[src/shared/sffr_map.vh]
// Constants for the serial flash fast read front end
`ifndef SFFR_MAP_VH
`define SFFR_MAP_VH

// ----------------------------------------
// Opcodes
// ----------------------------------------
`define SFFR_OP_FAST_RD     8'h0B
`define SFFR_OP_DUAL_OUT    8'h3B
`define SFFR_OP_QUAD_OUT    8'h6B
`define SFFR_OP_DUAL_IO     8'hBB
`define SFFR_OP_QUAD_IO     8'hEB
`define SFFR_OP_SET_WRAP    8'h77
`define SFFR_OP_MODE_RST    8'hFF

// ----------------------------------------
// Phase lengths
// ----------------------------------------
`define SFFR_ADDR_BITS      6'h18
`define SFFR_MODE_BITS      6'h08
`define SFFR_WRAP_BITS      6'h20
`define SFFR_DUMMY_OUT      4'h8
`define SFFR_DUMMY_QIO      4'h4
`define SFFR_DUMMY_NONE     4'h0
`define SFFR_CONT_SEL       2'h2

// ----------------------------------------
// Wrap setting fields and reset values
// ----------------------------------------
`define SFFR_WRAP_DIS_POS   0
`define SFFR_WRAP_LEN_LSB   1
`define SFFR_WRAP_RST       3'h1
`define SFFR_MODE_RST_VAL   8'h00

// ----------------------------------------
// Register port offsets and fields
// ----------------------------------------
`define SFFR_REG_CTRL       4'h0
`define SFFR_REG_STAT       4'h4
`define SFFR_CTRL_QE_POS    1
`define SFFR_CTRL_RST       32'h00000000
`define SFFR_QE_RST         1'b0

`endif

[src/logic/sffr_top.v]
// Serial flash fast read front end, device side
`include "sffr_map.vh"

// Operation
// - Opcode 0Bh, 24-bit address, eight dummy clocks, then single-line data out.
// - Opcode 3Bh, address, eight dummy clocks, data two bits per clock.
// - Opcode 6Bh, address, eight dummy clocks, data four bits per clock.
// - Quad output read accepted only while quad_enable_bit is one.
// - Opcode BBh takes address on two lanes and returns data on two.
// - Capture continuous_read_bits after address; lower four bits ignored.
// - continuous_read_select of binary 10 lets next transaction start at address.
// - Any other continuous_read_select means next transaction expects an opcode.
// - FFh or FFFFh mode reset clears stored continuous_read_bits.
// - Opcode EBh uses four lanes and four dummy clocks.
// - Quad address-input read accepted only with quad_enable_bit set; only EBh is checked, continuous-mode reads are not.
// - Quad address-input read honours continuous mode, omitting EBh.
// - With wrap on, quad I/O reads wrap within selected section until CS rises.
// - Wrap setting applies to all later quad I/O reads until changed.
// - wrap_disable_bit of zero enables wrapping, wrap_length_field picks the section length.
// - Opcode 77h, 24 dummy bits, then eight-bit wrap byte.
// - wrap_disable_bit resets to one; lengths 8, 16, 32, 64 bytes.
// - Inputs sampled on rising clock edge, data out on falling, MSB first.
module sffr_top #(
    parameter AW = 24
) (
    // Clock and reset
    input  wire          I_REF_CLK,
    input  wire          I_RST_N,
    // Serial link
    input  wire          I_CS_N,
    input  wire          I_SCLK,
    input  wire [3:0]    I_IO,
    output wire [3:0]    O_IO,
    output wire [3:0]    O_IO_OE_N,
    // Memory array
    output wire [AW-1:0] O_MEM_ADDR,
    output wire          O_MEM_RD,
    input  wire [7:0]    I_MEM_DATA,
    // Register port
    input  wire [3:0]    I_REG_ADDR,
    input  wire [31:0]   I_REG_WDATA,
    input  wire          I_REG_WR,
    input  wire          I_REG_RD,
    output wire [31:0]   O_REG_RDATA
);

    // ----------------------------------------
    // States
    // ----------------------------------------
    localparam [6:0] ST_IDLE  = 7'h01;
    localparam [6:0] ST_CMD   = 7'h02;
    localparam [6:0] ST_ADDR  = 7'h04;
    localparam [6:0] ST_MODE  = 7'h08;
    localparam [6:0] ST_DUMMY = 7'h10;
    localparam [6:0] ST_DATA  = 7'h20;
    localparam [6:0] ST_SKIP  = 7'h40;

    reg  [6:0]    state_r;
    reg  [7:0]    cmd_r;
    reg  [2:0]    in_w_r;
    reg  [2:0]    out_w_r;
    reg  [3:0]    dummy_r;
    reg           has_mode_r;
    reg  [5:0]    cnt_r;
    reg  [31:0]   sh_in_r;
    reg  [7:0]    sh_out_r;
    reg  [3:0]    bit_r;
    reg  [AW-1:0] addr_r;
    reg  [7:0]    data_r;
    reg           fetch_r;
    reg           fetch_d_r;
    reg  [AW-1:0] mem_addr_r;
    reg  [7:0]    mode_bits_r;
    reg           cont_r;
    reg  [2:0]    wrap_r;
    reg           qe_r;
    reg  [3:0]    io_r;
    reg  [3:0]    oe_n_r;
    reg  [31:0]   rdata_r;
    reg           sclk_d_r;
    reg           cs_n_d_r;

    wire          rise = I_SCLK & ~sclk_d_r;
    wire          fall = ~I_SCLK & sclk_d_r;
    wire          cs_fall = ~I_CS_N & cs_n_d_r;

    // ----------------------------------------
    // Input shifting and address stepping
    // ----------------------------------------
    reg  [31:0]   sh_in_nxt;
    reg  [5:0]    cnt_nxt;
    reg  [AW-1:0] addr_nxt;
    reg  [7:0]    wrap_mask;

    always @* begin
        // Higher lane carries the more significant bit
        case (in_w_r)
            3'h4:    sh_in_nxt = {sh_in_r[27:0], I_IO[3:0]};
            3'h2:    sh_in_nxt = {sh_in_r[29:0], I_IO[1:0]};
            default: sh_in_nxt = {sh_in_r[30:0], I_IO[0]};
        endcase
        cnt_nxt = cnt_r + {3'h0, in_w_r};
        case (wrap_r[2:`SFFR_WRAP_LEN_LSB])
            2'h0:    wrap_mask = 8'h07;
            2'h1:    wrap_mask = 8'h0F;
            2'h2:    wrap_mask = 8'h1F;
            default: wrap_mask = 8'h3F;
        endcase
        if (cmd_r == `SFFR_OP_QUAD_IO && !wrap_r[`SFFR_WRAP_DIS_POS]) begin
            addr_nxt = {addr_r[AW-1:8],
                        (addr_r[7:0] & ~wrap_mask) | ((addr_r[7:0] + 8'h01) & wrap_mask)};
        end else begin
            addr_nxt = addr_r + {{(AW-1){1'b0}}, 1'b1};
        end
    end

    // ----------------------------------------
    // Transaction engine
    // ----------------------------------------
    always @(posedge I_REF_CLK) begin
        if (!I_RST_N) begin
            state_r     <= ST_IDLE;
            cmd_r       <= 8'h00;
            in_w_r      <= 3'h1;
            out_w_r     <= 3'h1;
            dummy_r     <= 4'h0;
            has_mode_r  <= 1'b0;
            cnt_r       <= 6'h00;
            sh_in_r     <= 32'h00000000;
            sh_out_r    <= 8'h00;
            bit_r       <= 4'h0;
            addr_r      <= {AW{1'b0}};
            data_r      <= 8'h00;
            fetch_r     <= 1'b0;
            fetch_d_r   <= 1'b0;
            mem_addr_r  <= {AW{1'b0}};
            mode_bits_r <= `SFFR_MODE_RST_VAL;
            cont_r      <= 1'b0;
            wrap_r      <= `SFFR_WRAP_RST;
            io_r        <= 4'h0;
            oe_n_r      <= 4'hF;
            sclk_d_r    <= 1'b0;
            cs_n_d_r    <= 1'b1;
        end else begin
            sclk_d_r  <= I_SCLK;
            cs_n_d_r  <= I_CS_N;
            fetch_r   <= 1'b0;
            fetch_d_r <= fetch_r;
            if (fetch_d_r) begin
                data_r <= I_MEM_DATA;
            end
            if (I_CS_N) begin
                // Chip select high ends any transfer and frees the lanes
                state_r <= ST_IDLE;
                oe_n_r  <= 4'hF;
            end else if (cs_fall) begin
                cnt_r   <= 6'h00;
                bit_r   <= 4'h0;
                sh_in_r <= 32'h00000000;
                if (cont_r) begin
                    // same for the quad address-input read
                    state_r <= ST_ADDR;
                end else begin
                    state_r <= ST_CMD;
                    in_w_r  <= 3'h1;
                end
            end else begin
                case (state_r)
                    ST_CMD: begin
                        if (rise) begin
                            sh_in_r <= sh_in_nxt;
                            cnt_r   <= cnt_nxt;
                            if (cnt_nxt == 6'h08) begin
                                cnt_r      <= 6'h00;
                                cmd_r      <= sh_in_nxt[7:0];
                                state_r    <= ST_ADDR;
                                has_mode_r <= 1'b0;
                                dummy_r    <= `SFFR_DUMMY_OUT;
                                in_w_r     <= 3'h1;
                                case (sh_in_nxt[7:0])
                                    `SFFR_OP_FAST_RD: out_w_r <= 3'h1;
                                    `SFFR_OP_DUAL_OUT: out_w_r <= 3'h2;
                                    `SFFR_OP_QUAD_OUT: begin
                                        out_w_r <= 3'h4;
                                        if (!qe_r) begin
                                            state_r <= ST_SKIP;
                                        end
                                    end
                                    `SFFR_OP_DUAL_IO: begin
                                        in_w_r     <= 3'h2;
                                        out_w_r    <= 3'h2;
                                        has_mode_r <= 1'b1;
                                        dummy_r    <= `SFFR_DUMMY_NONE;
                                    end
                                    `SFFR_OP_QUAD_IO: begin
                                        in_w_r     <= 3'h4;
                                        out_w_r    <= 3'h4;
                                        has_mode_r <= 1'b1;
                                        dummy_r    <= `SFFR_DUMMY_QIO;
                                        if (!qe_r) begin
                                            state_r <= ST_SKIP;
                                        end
                                    end
                                    `SFFR_OP_SET_WRAP: in_w_r <= 3'h4;
                                    `SFFR_OP_MODE_RST: begin
                                        mode_bits_r <= `SFFR_MODE_RST_VAL;
                                        cont_r      <= 1'b0;
                                        state_r     <= ST_SKIP;
                                    end
                                    default: state_r <= ST_SKIP;
                                endcase
                            end
                        end
                    end
                    ST_ADDR: begin
                        if (rise) begin
                            sh_in_r <= sh_in_nxt;
                            cnt_r   <= cnt_nxt;
                            if (cmd_r == `SFFR_OP_SET_WRAP) begin
                                if (cnt_nxt == `SFFR_WRAP_BITS) begin
                                    wrap_r  <= sh_in_nxt[6:4];
                                    state_r <= ST_SKIP;
                                end
                            end else if (cnt_nxt == `SFFR_ADDR_BITS) begin
                                cnt_r      <= 6'h00;
                                addr_r     <= sh_in_nxt[AW-1:0];
                                mem_addr_r <= sh_in_nxt[AW-1:0];
                                fetch_r    <= 1'b1;
                                if (has_mode_r) begin
                                    state_r <= ST_MODE;
                                end else begin
                                    state_r <= ST_DUMMY;
                                end
                            end
                        end
                    end
                    ST_MODE: begin
                        // same lane width as the address
                        if (rise) begin
                            sh_in_r <= sh_in_nxt;
                            cnt_r   <= cnt_nxt;
                            if (cnt_nxt == `SFFR_MODE_BITS) begin
                                cnt_r       <= 6'h00;
                                mode_bits_r <= (sh_in_nxt[7:4] == 4'hF) ? `SFFR_MODE_RST_VAL
                                                                        : {sh_in_nxt[7:4], 4'h0};
                                cont_r      <= (sh_in_nxt[5:4] == `SFFR_CONT_SEL);
                                if (dummy_r == `SFFR_DUMMY_NONE) begin
                                    state_r <= ST_DATA;
                                end else begin
                                    state_r <= ST_DUMMY;
                                end
                            end
                        end
                    end
                    ST_DUMMY: begin
                        if (rise) begin
                            cnt_r <= cnt_r + 6'h01;
                            if (cnt_r + 6'h01 == {2'h0, dummy_r}) begin
                                state_r <= ST_DATA;
                            end
                        end
                    end
                    ST_DATA: begin
                        // shift out on the falling edge, MSB first
                        if (fall) begin
                            case (out_w_r)
                                3'h4: begin
                                    oe_n_r <= 4'h0;
                                    if (bit_r == 4'h0) begin
                                        io_r     <= data_r[7:4];
                                        sh_out_r <= {data_r[3:0], 4'h0};
                                    end else begin
                                        io_r     <= sh_out_r[7:4];
                                        sh_out_r <= {sh_out_r[3:0], 4'h0};
                                    end
                                end
                                3'h2: begin
                                    oe_n_r <= 4'hC;
                                    if (bit_r == 4'h0) begin
                                        io_r     <= {2'h0, data_r[7:6]};
                                        sh_out_r <= {data_r[5:0], 2'h0};
                                    end else begin
                                        io_r     <= {2'h0, sh_out_r[7:6]};
                                        sh_out_r <= {sh_out_r[5:0], 2'h0};
                                    end
                                end
                                default: begin
                                    // Single-line data leaves on io_lane1
                                    oe_n_r <= 4'hD;
                                    if (bit_r == 4'h0) begin
                                        io_r     <= {2'h0, data_r[7], 1'b0};
                                        sh_out_r <= {data_r[6:0], 1'b0};
                                    end else begin
                                        io_r     <= {2'h0, sh_out_r[7], 1'b0};
                                        sh_out_r <= {sh_out_r[6:0], 1'b0};
                                    end
                                end
                            endcase
                            if (bit_r + {1'b0, out_w_r} == 4'h8) begin
                                // Prefetch the next byte well before its first edge
                                bit_r      <= 4'h0;
                                addr_r     <= addr_nxt;
                                mem_addr_r <= addr_nxt;
                                fetch_r    <= 1'b1;
                            end else begin
                                bit_r <= bit_r + {1'b0, out_w_r};
                            end
                        end
                    end
                    default: state_r <= state_r;
                endcase
            end
        end
    end

    // ----------------------------------------
    // Register port
    // ----------------------------------------
    always @(posedge I_REF_CLK) begin
        if (!I_RST_N) begin
            qe_r    <= `SFFR_QE_RST;
            rdata_r <= 32'h00000000;
        end else begin
            if (I_REG_WR && I_REG_ADDR == `SFFR_REG_CTRL) begin
                qe_r <= I_REG_WDATA[`SFFR_CTRL_QE_POS];
            end
            rdata_r <= 32'h00000000;
            if (I_REG_RD) begin
                if (I_REG_ADDR == `SFFR_REG_CTRL) begin
                    rdata_r <= {30'h0, qe_r, 1'b0};
                end else if (I_REG_ADDR == `SFFR_REG_STAT) begin
                    rdata_r <= {14'h0, ~I_CS_N, cont_r, mode_bits_r, 5'h00, wrap_r};
                end
            end
        end
    end

    assign O_IO        = io_r;
    assign O_IO_OE_N   = oe_n_r;
    assign O_MEM_ADDR  = mem_addr_r;
    assign O_MEM_RD    = fetch_r;
    assign O_REG_RDATA = rdata_r;

endmodule

[config.mk]
export PLATFORM = sky130hd
export DESIGN_NAME = sffr_top
export DESIGN_NICKNAME = d
export VERILOG_FILES = /design/src/logic/sffr_top.v
export VERILOG_INCLUDE_DIRS = /design/src /design/src/shared
export SDC_FILE = /design/constraint.sdc
export NUM_CORES = 1
export LEC_CHECK = 0
export BUFFER_PORTS_ARGS = -buffer_cell sky130_fd_sc_hd__buf_2
export CAP_MARGIN = 15
export CORE_MARGIN = 5
export CORE_UTILIZATION = 55
export CTS_CLUSTER_SIZE = 25
export DETAILED_ROUTE_END_ITERATION = 10
export GPL_TIMING_DRIVEN = 1
export PLACE_DENSITY_LB_ADDON = 0.08
export SYNTH_ARGS = -nofsm -noshare
export SYNTH_HDL_FRONTEND = slang
export SYNTH_SLANG_ARGS = --single-unit
[constraint.sdc]
create_clock -name I_REF_CLK -period 4.75 [get_ports I_REF_CLK]
set_input_delay 0.475 -clock I_REF_CLK [delete_from_list [all_inputs] [get_ports I_REF_CLK]]
set_output_delay 0.475 -clock I_REF_CLK [all_outputs]
set_load 0.02 [all_outputs]
# [After elaboration in Yosys (flattened, before gate mapping)]
# Index checks and enable logic that the tools add are counted.
[totals] regBits=137 inputBits=54 output_inout_bits=65 elab_cells=216
[classes] addsub=5 n_eq_ne=50 muxes=80 bitwise=14 n_reduce_logical=42
[ops] cell="$mux W24" n=6
[ops] cell="$pmux W24 S2" n=2
[ops] cell="$mux W7" n=12
[ops] cell="$mux W8" n=9
[ops] cell="$mux W23" n=3
[ops] cell="$mux W6" n=8
[ops] cell="$pmux W6 S3" n=2
[ops] cell="$eq A8 B8 Y1 const B" n=4
[ops] cell="$pmux W8 S2" n=2
[ops] cell="$pmux W7 S4" n=1
[ops] cell="$add A24 B1 Y24 const B" n=1
[ops] cell="$eq A8 B7 Y1 const B" n=3
[ops] cell="$pmux W4 S2" n=3
[ops] cell="$ne A3 B3 Y1 const B" n=7
[ops] cell="$mux W4" n=5
[ops] cell="$ne A2 B2 Y1 const B" n=10
[ops] cell="$mux W3" n=6
[ops] cell="$and A8 B8 Y8" n=2
[ops] cell="$reduce_and A8 Y1" n=2
[ops] cell="$reduce_bool A2 Y1" n=8
[ops] cell="$reduce_and A5 Y1" n=3
[ops] cell="$pmux W7 S2" n=1
[ops] cell="$logic_not A4 Y1" n=3
[ops] cell="$ne A4 B4 Y1 const B" n=3
[ops] cell="48 further kinds" n=85

# [Logic depth before layout (Yosys ltp)]
# Gate-level depths: netlist (run 1).
[depth] word_depth=9 ltp_mapped=11 mapped_depth_nobuf=10

# [Worst setup path before layout (run 1)]
# OpenSTA, ideal clock, no wires.
[synth_timing] kind="register to register" from="register in_w_r[0]" to="register state_r[5]" setup_ns=0.070 t_arrival_ns=2.772 required_time_ns=4.680 slack_ns=1.908 path_stages_with_launch=12 path_buffers=1 period_less_slack_ns=2.842 cell_sequence="dfxtp_1 > ha_1 > fa_1 > a21o_1 > a32oi_2 > nand3_1 > nor2_2 > nor2_1 > o41a_1 > buf_2 > or3_1 > a21oi_1"
[synth_between] elab_chain_len=9 word_cells_on_any_way=25 classes_between="1 x add/sub; 15 x eq/ne; 6 x mux; 3 x reduce/logical"
[synth_lines] item="start: declaration" line_no="sffr_top.v:60" rtl="reg [2:0] in_w_r;"
[synth_lines] item="start signal: assignment" line_no="sffr_top.v:124" rtl="in_w_r <= 3'h1;"
[synth_lines] item="start signal: assignment" line_no="sffr_top.v:165" rtl="in_w_r <= 3'h1;"
[synth_lines] item="start signal: assignment" line_no="sffr_top.v:179" rtl="in_w_r <= 3'h1;"
[synth_lines] item="$eq A3 B2 Y1 or $eq A3 B3 Y1 (tied branches)" line_no="sffr_top.v:97" rtl="case (in_w_r)"
[synth_lines] item="$pmux W24 S2" line_no="sffr_top.v:97"
[synth_lines] item="$eq A8 B8 Y1 (tied with other cells)" line_no="sffr_top.v:180" rtl="case (sh_in_nxt[7:0])"
[synth_lines] item="$reduce_or A4 Y1 (no line) or $reduce_or A2 Y1 (tied branches)"
[synth_lines] item="$pmux W7 S2" line_no="sffr_top.v:180"
[synth_lines] item="$mux W7" line_no="sffr_top.v:173" rtl="if (cnt_nxt == 6'h08) begin"
[synth_lines] item="$mux W7" line_no="sffr_top.v:170" rtl="if (rise) begin"
[synth_lines] item="$pmux W7 S4" line_no="sffr_top.v:168" rtl="case (state_r)"
[synth_lines] item="$mux W7" line_no="sffr_top.v:156" rtl="end else if (cs_fall) begin"
[synth_lines] item="end signal: assignment" line_no="sffr_top.v:310" rtl="default: state_r <= state_r;"
[synth_lines] item="end: declaration" line_no="sffr_top.v:58" rtl="reg [6:0] state_r;"
# Parallel ways exist; a longest one is shown, timed or not. The select of a mux whose other input is x is not followed.
# A chain may end at the register's enable or synchronous reset.

# [Worst setup path in the final report (run 1)]
[layout_timing] from="register in_w_r[0]" to="register mem_addr_r[23], in the netlist O_MEM_ADDR[23]"
[layout_between] elab_chain_len=6 word_cells_on_any_way=11 classes_between="1 x add/sub; 4 x eq/ne; 5 x mux; 1 x reduce/logical"
[layout_lines] item="branches (longest 6 deep; another with $add A6 B3 Y6)"
[layout_lines] item="end signal: assignment" line_no="sffr_top.v:136" rtl="mem_addr_r <= {AW{1'b0}};"
[layout_lines] item="end signal: assignment" line_no="sffr_top.v:227" rtl="mem_addr_r <= sh_in_nxt[AW-1:0];"
[layout_lines] item="end signal: assignment" line_no="sffr_top.v:303" rtl="mem_addr_r <= addr_nxt;"
[layout_lines] item="end: declaration" line_no="sffr_top.v:72" rtl="reg [AW-1:0] mem_addr_r;"
# Several ways; the timed one is not identified. The select of a mux whose other input is x is not followed.

==> results of run 1 <==
==> per-layer routing <==
metal	vias to the layer above	GRT usage (%)	routed length, µm	part of all wire (%)
li1	3546	-	-	-
met1	3446	32.9	9020	44
met2	272	40.3	9590	47
met3	37	5.16	1250	6.1
met4	0	8.80	468	2.3
met5	-	0	0	0
==> state kept, by name, summed over array words and instances (netlist names), 4 cells and up, named ones only <==
register     cells
sh_in_r         23
cmd_r            8
bit_r            4
O_IO             4
sh_out_r         7
O_MEM_ADDR      21
O_REG_RDATA      9
state_r          7
data_r           8
cnt_r            6
mode_bits_r      4
==> critical path: cells and delay by family, from the launching register on <==
kind                       cells  cell delay, ns
and+or+nand+nor                4            1.18
AOI/OAI and AO/OA              4            0.84
adders and majority gates      2            0.75
DFF                            1            0.64
==> through the flow <==
step           util (%)  instances  power [µW]
2_1_floorplan         -        986        1150
3_3_place_gp       58.2       1161        1160
3_5_place_dp       58.2       1161        1160
4_1_cts            63.4       1193        2650
5_1_grt            63.4       1193        2710
6_report           63.4       1193        2640
==> cell usage in the layout, fill, tap and decap left out, types with 13 or more instances in the layout <==
cell type / Yosys / layout
buf_2: 13 / 64
nand3_1: 24 / 24
nand2_1: 76 / 76
conb_1: 1 / 23
a21oi_1: 99 / 99
nor2_1: 143 / 143
buf_4: 28 / 15
mux2i_1: 24 / 24
o21ai_0: 71 / 71
o221ai_1: 15 / 15
nor3_1: 37 / 37
nand2b_1: 13 / 13
inv_1: 16 / 15
dfxtp_1: 125 / 125
nor4_1: 14 / 13
o22ai_1: 30 / 30
and2_1: 13 / 13
a22oi_1: 15 / 15
clkbuf_16: 0 / 17
==> final timing paths <==
path / end / slack (ns) / depth (start not counted)
min reg2reg: O_IO_OE_N[1] / 0.44 / 2
max reg2reg: O_MEM_ADDR[23] / 1.17 / 10
min: data_r[5] / 0.29 / 3
max: O_MEM_ADDR[23] / 1.17 / 10
==> power by group through the flow <==
stage	logic [µW]	registers, µW	clock network, µW
2_1_floorplan	72.5	1080	0
3_3_place_gp	78.3	1080	0
3_5_place_dp	78.8	1080	0
4_1_cts	79.1	1060	1520
6_report	79.9	1060	1510
5_1_grt	86.9	1060	1570
==> cell type report <==
type                       instances  area [µm²]  area share, %
timing repair buffer              79         433           5.20
clock buffer                      21         470           5.65
multi-input combinational        764        4420           53.1
tap                              176         220           2.65
sequential                       125        2500           30.1
inverter                          17        63.8          0.766
clock inverter                    11         211           2.54
==> cells by family (layout without fill, tap and decap cells) <==
logic type	Yosys count	after routing	share of synthesized area, %
xor+xnor	15	15	1.79
mux	28	28	3.90
fa+ha+maj	10	10	1.91
simple gates	387	387	25.8
compound gates	301	301	25.7
other cells	1	23	0.0512
buf+inv	97	128	6.63
flops	125	125	34.2
==> metrics.cfg, run 1 <==
[floorplan]
die_area_um2 = 15700
start_util_pct = 55.7
die_h_um = 125
fp-row-count = 42
die_x_um = 125
ios = 119
coreArea_um2 = 13100

[cts]
cts-htree-levels = 4
worstSkewPairLatency_ns = 0.42
cts_resized = 0
cts.clk_slew.worst_paths_ns = 0.06
cts_setup_buffers = 0
cts-buffers-inserted = 17
cts_root_buffer = clkbuf_16
clock_path_buffers = 2
hold_buffers = 0
cts_sinks = 125
cts_tree = built

[finish]
n_antenna_cell = 0
layout-drive-gt1-share_pct = 13.4
fillers = 1186
syn2layout_area_growth_pct = 13.7
final_cell_area_um2 = 8330
fin_nets = 1068

[synth]
yosysSeqAreaShare_pct = 34.2
syn_area_um2 = 7320
synth_area_leader_cell = dfxtp_1
synth.top_cell.area_share_pct = 34.2
syn_avg_cell_area_um2 = 7.60
ys_ff_latch = 125
yosys_warnings = 0
synth.distinct_cells = 76
synth_flop_cell = dfxtp_1
synthTopCellsByCount = nor2_1 (143), dfxtp_1 (125), a21oi_1 (99)
yosysMostFrequentCell = nor2_1
synth-edff-count = 0
postSynthCellCount = 964
ys_async_sr_fraction_pct = 0
netlist_top_cells_area = dfxtp_1 (34%), nor2_1 (7.3%), a21oi_1 (6.8%), o21ai_0 (4.9%), nand2_1 (3.9%)

[pwr]
power_frac_clock_pct = 57.0
leakage_uw = 0.00310
p_per_area_nw_per_um2 = 318
power_frac_comb_pct = 3.0
power.switching_uw = 550
intPower_uw = 2090
swShare_pct = 20.8
vdd_ir_drop_max_mv = 0.316
p_seq_share_pct = 40.0

[grt]
grt_util_all_layers_pct = 24.8
grt-ovfl-total = 0
grt_pass1_wl_um = 32700
grt_max_degree = 92
grt_pass1_vias = 6520
antenna_found_initial = 0

[sta]
tns_ns = 0
timing.final.crit_share_pct = 75.4
finalHoldViolations = 0
slew_viol_final = 0
tightestPinTransition_ns = 1.05
post-route-min-period_ns = 3.58
clock-skew-final_ns = 0.00616
rsz0062_at_grt = no
setup_viol = 0
setup_ws_ns = 1.17
maxSlewHeadroom_pct = 29.8
hold_slack_ns = 0.291
max_freq_ghz = 0.279

[drt]
dr.first_iter.drc_count = 597
vias = 7301
drt-total-wl_um = 20300
vias_per_cell = 6.12
first_pass_iters = 5
wl_per_cell_um = 17.0
ant_nets = 0
drc_errors = 0

[place]
portBuffers = 64
dpl_cell_area_um2 = 7640
place_hpwl_um = 13500
post-place-ws_ns = 1.19
place_congestion = 0.889

[setup_path]
reg2reg_from = in_w_r[0]
crit_type = reg -> reg
worst_setup_path_end_kind = flop
cp.required_ns = 5.00
slowest_delay_ns = 0.64
crit_chain = ha_1 -> fa_1 -> nor3_1 -> o211ai_1 -> nor4_2 -> and3_1 -> o21a_1 -> nand2_1 -> o21ai_0 -> a21oi_1
cp_max_fo = 16
crit_start = in_w_r[0]
slowest_stage = dfxtp_1
arrival_ns = 3.84
startpoint_type = flop

[worst_hold_path]
hold_start = I_MEM_DATA[5]
min_path_type = in -> reg

[run_status]
outcome = complete, no violations

[run]
drv_cap = 0

(Power assumes the default switching activity.)
==> run 2, diff against run 1 <==
--- a/config.mk
+++ b/config.mk
@@ -9,7 +9,7 @@
 export BUFFER_PORTS_ARGS = -buffer_cell sky130_fd_sc_hd__buf_2
 export CAP_MARGIN = 15
 export CORE_MARGIN = 5
-export CORE_UTILIZATION = 55
+export CORE_UTILIZATION = 52
 export CTS_CLUSTER_SIZE = 25
 export DETAILED_ROUTE_END_ITERATION = 10
 export GPL_TIMING_DRIVEN = 1
==> constraint.sdc (replaced) <==
create_clock -name I_REF_CLK -period 3.1 [get_ports I_REF_CLK]
set_input_delay 0.31 -clock I_REF_CLK [delete_from_list [all_inputs] [get_ports I_REF_CLK]]
set_output_delay 0.31 -clock I_REF_CLK [all_outputs]
set_load 0.02 [all_outputs]
==> run 2 against run 1 <==
Effect of this change:
- final area increased by 1.1%
- critical endpoint is now state_r[4]
- register-to-register slack got worse by 0.97 ns
- via count increased by 0.37%
- combinational power increased by 56%
- sequential power increased by 53%
- sequential share of layout area decreased by 0.34 points
- fmax increased by 24%
- setup slack got worse by 0.97 ns
- critical path depth unchanged
- clock skew increased by 0.0024 ns
- die area increased by 5.3%
- count of clock-buffer cells in the layout decreased by 1
==> metrics.cfg, run 2 (synthesis gave the netlist of run 1 again) <==
[setup_path]
arrival_ns = 3.25
slowest_stage = o41a_1
path_buf_inv = 1
cp.required_ns = 3.46
startpoint_type = flop
crit_type = reg -> reg
worst_setup_path_end_kind = flop
slowest_delay_ns = 0.43
cp_max_fo = 11
crit_chain = ha_1 -> fa_2 -> a21o_1 -> a32oi_2 -> o2111a_1 -> nor3_1 -> o41a_1 -> buf_4 -> or3_1 -> a21oi_1
cpLargestDelayFamily = compound AO/OA/AOI/OAI gates

[grt]
met3_usage_pct = 5.81
antenna_found_initial = 0
grt_max_degree = 92
grt_util_met2_pct = 39.1
grt.busiest_layer = met2
grt_pass1_vias = 6505
grt-ovfl-total = 0
grt.met1_usage_pct = 33.2
grt_util_all_layers_pct = 24.7
grt_pass1_wl_um = 33200

[floorplan]
die_h_um = 129
die_x_um = 129
fp-row-count = 43
die_area_um2 = 16600
coreArea_um2 = 13800
ios = 119
start_util_pct = 53.0

[cts]
worstSkewPairLatency_ns = 0.43
cts_setup_buffers = 0
cts-htree-levels = 4
cts_root_buffer = clkbuf_16
hold_buffers = 0
clock_path_buffers = 2
cts_resized = 0
cts.clk_slew.worst_paths_ns = 0.06
cts_tree = built
cts_sinks = 125
cts-buffers-inserted = 17

[drt]
wl_per_cell_um = 17.1
ant_nets = 0
first_pass_iters = 5
drt-total-wl_um = 20800
vias_per_cell = 6.01
vias = 7328
dr.first_iter.drc_count = 591
drc_errors = 0

[place]
place_congestion = 0.899
portBuffers = 64
place_inst = 1189
place_hpwl_um = 14400

[finish]
largest_reg_flops = 23
n_antenna_cell = 0
final_common_cell = nor2_1
fillers = 1302
syn2layout_area_growth_pct = 15.0
fin_nets = 1092
fin_cells = 1219
layout-drive-gt1-share_pct = 15.6
final_cell_mix = nor2_1 (143), dfxtp_1 (125), a21oi_1 (99)
regMostFlops = sh_in_r

[sta]
post-route-min-period_ns = 2.90
tns_ns = 0
tightestPinTransition_ns = 1.00
slew_viol_final = 0
finalHoldViolations = 0
setup_viol = 0
timing.final.crit_share_pct = 93.5
clock-skew-final_ns = 0.00861
hold_slack_ns = 0.120
max_freq_ghz = 0.345
maxSlewHeadroom_pct = 33.0
rsz0062_at_grt = no

[worst_hold_path]
min_path_type = in -> reg

[pwr]
p_per_area_nw_per_um2 = 441
vdd_ir_drop_max_mv = 0.380
leakage_uw = 0.00315

[run_status]
outcome = complete, no violations

[run]
drv_cap = 0

-- run 2: worst reg2reg max path: stages, from the launching register on --
cell and delay, ns:
dfxtp_1 0.31, ha_1 0.23, fa_2 0.40, a21o_1 0.21, a32oi_2 0.25, o2111a_1 0.27
nor3_1 0.07, o41a_1 0.43, buf_4 0.18, or3_1 0.35, a21oi_1 0.14
-- run 2: path summary, 6_finish.rpt --
kind	start	endpoint	slack, ns	depth (start not counted)
worst min-delay path	I_MEM_DATA[5]	data_r[5]	0.12	3
worst max register to register	in_w_r[0]	state_r[4]	0.20	10
worst max-delay path	in_w_r[0]	state_r[4]	0.20	10
worst min register to register	O_IO_OE_N[1]	O_IO_OE_N[1]	0.44	2
-- run 2: layout make-up --
class                           count  area [µm²]  share of cell area, %
Clock inverter                     10         116                   1.38
Sequential cell                   125        2500                   29.7
Clock buffer                       20         467                   5.54
Timing Repair Buffer              103         613                   7.28
Tap cell                          180         225                   2.67
Multi-Input combinational cell    764        4430                   52.6
Inverter                           17        63.8                  0.758
-- run 2: through the flow --
stage	setup slack, ns	power, µW	area, µm²	utilization (%)
global route	0.0246	3840	8420	60.9
floorplan	0.258	1760	7410	-
finish	0.202	3720	8420	60.9
CTS	0.0290	3740	8410	60.8
detailed placement	0.0857	1780	7830	56.6
global placement	0.122	1780	7830	56.6
-- run 2: power breakdown --
part	leakage [µW]	switching (µW)	internal (µW)	total, µW
logic	0.00187	94.4	30.5	125
clock network	0.000272	740	1230	1970
registers	0.00101	8.04	1610	1620
-- run 2: per-layer routing --
| layer | part of all wire (%) | vias up | wire, µm |
|---|---|---|---|
| met5 | 0 | - | 0 |
| met4 | 2.4 | 0 | 508 |
| met1 | 45 | 3433 | 9430 |
| li1 | - | 3596 | - |
| met2 | 46 | 252 | 9570 |
| met3 | 6.2 | 47 | 1290 |
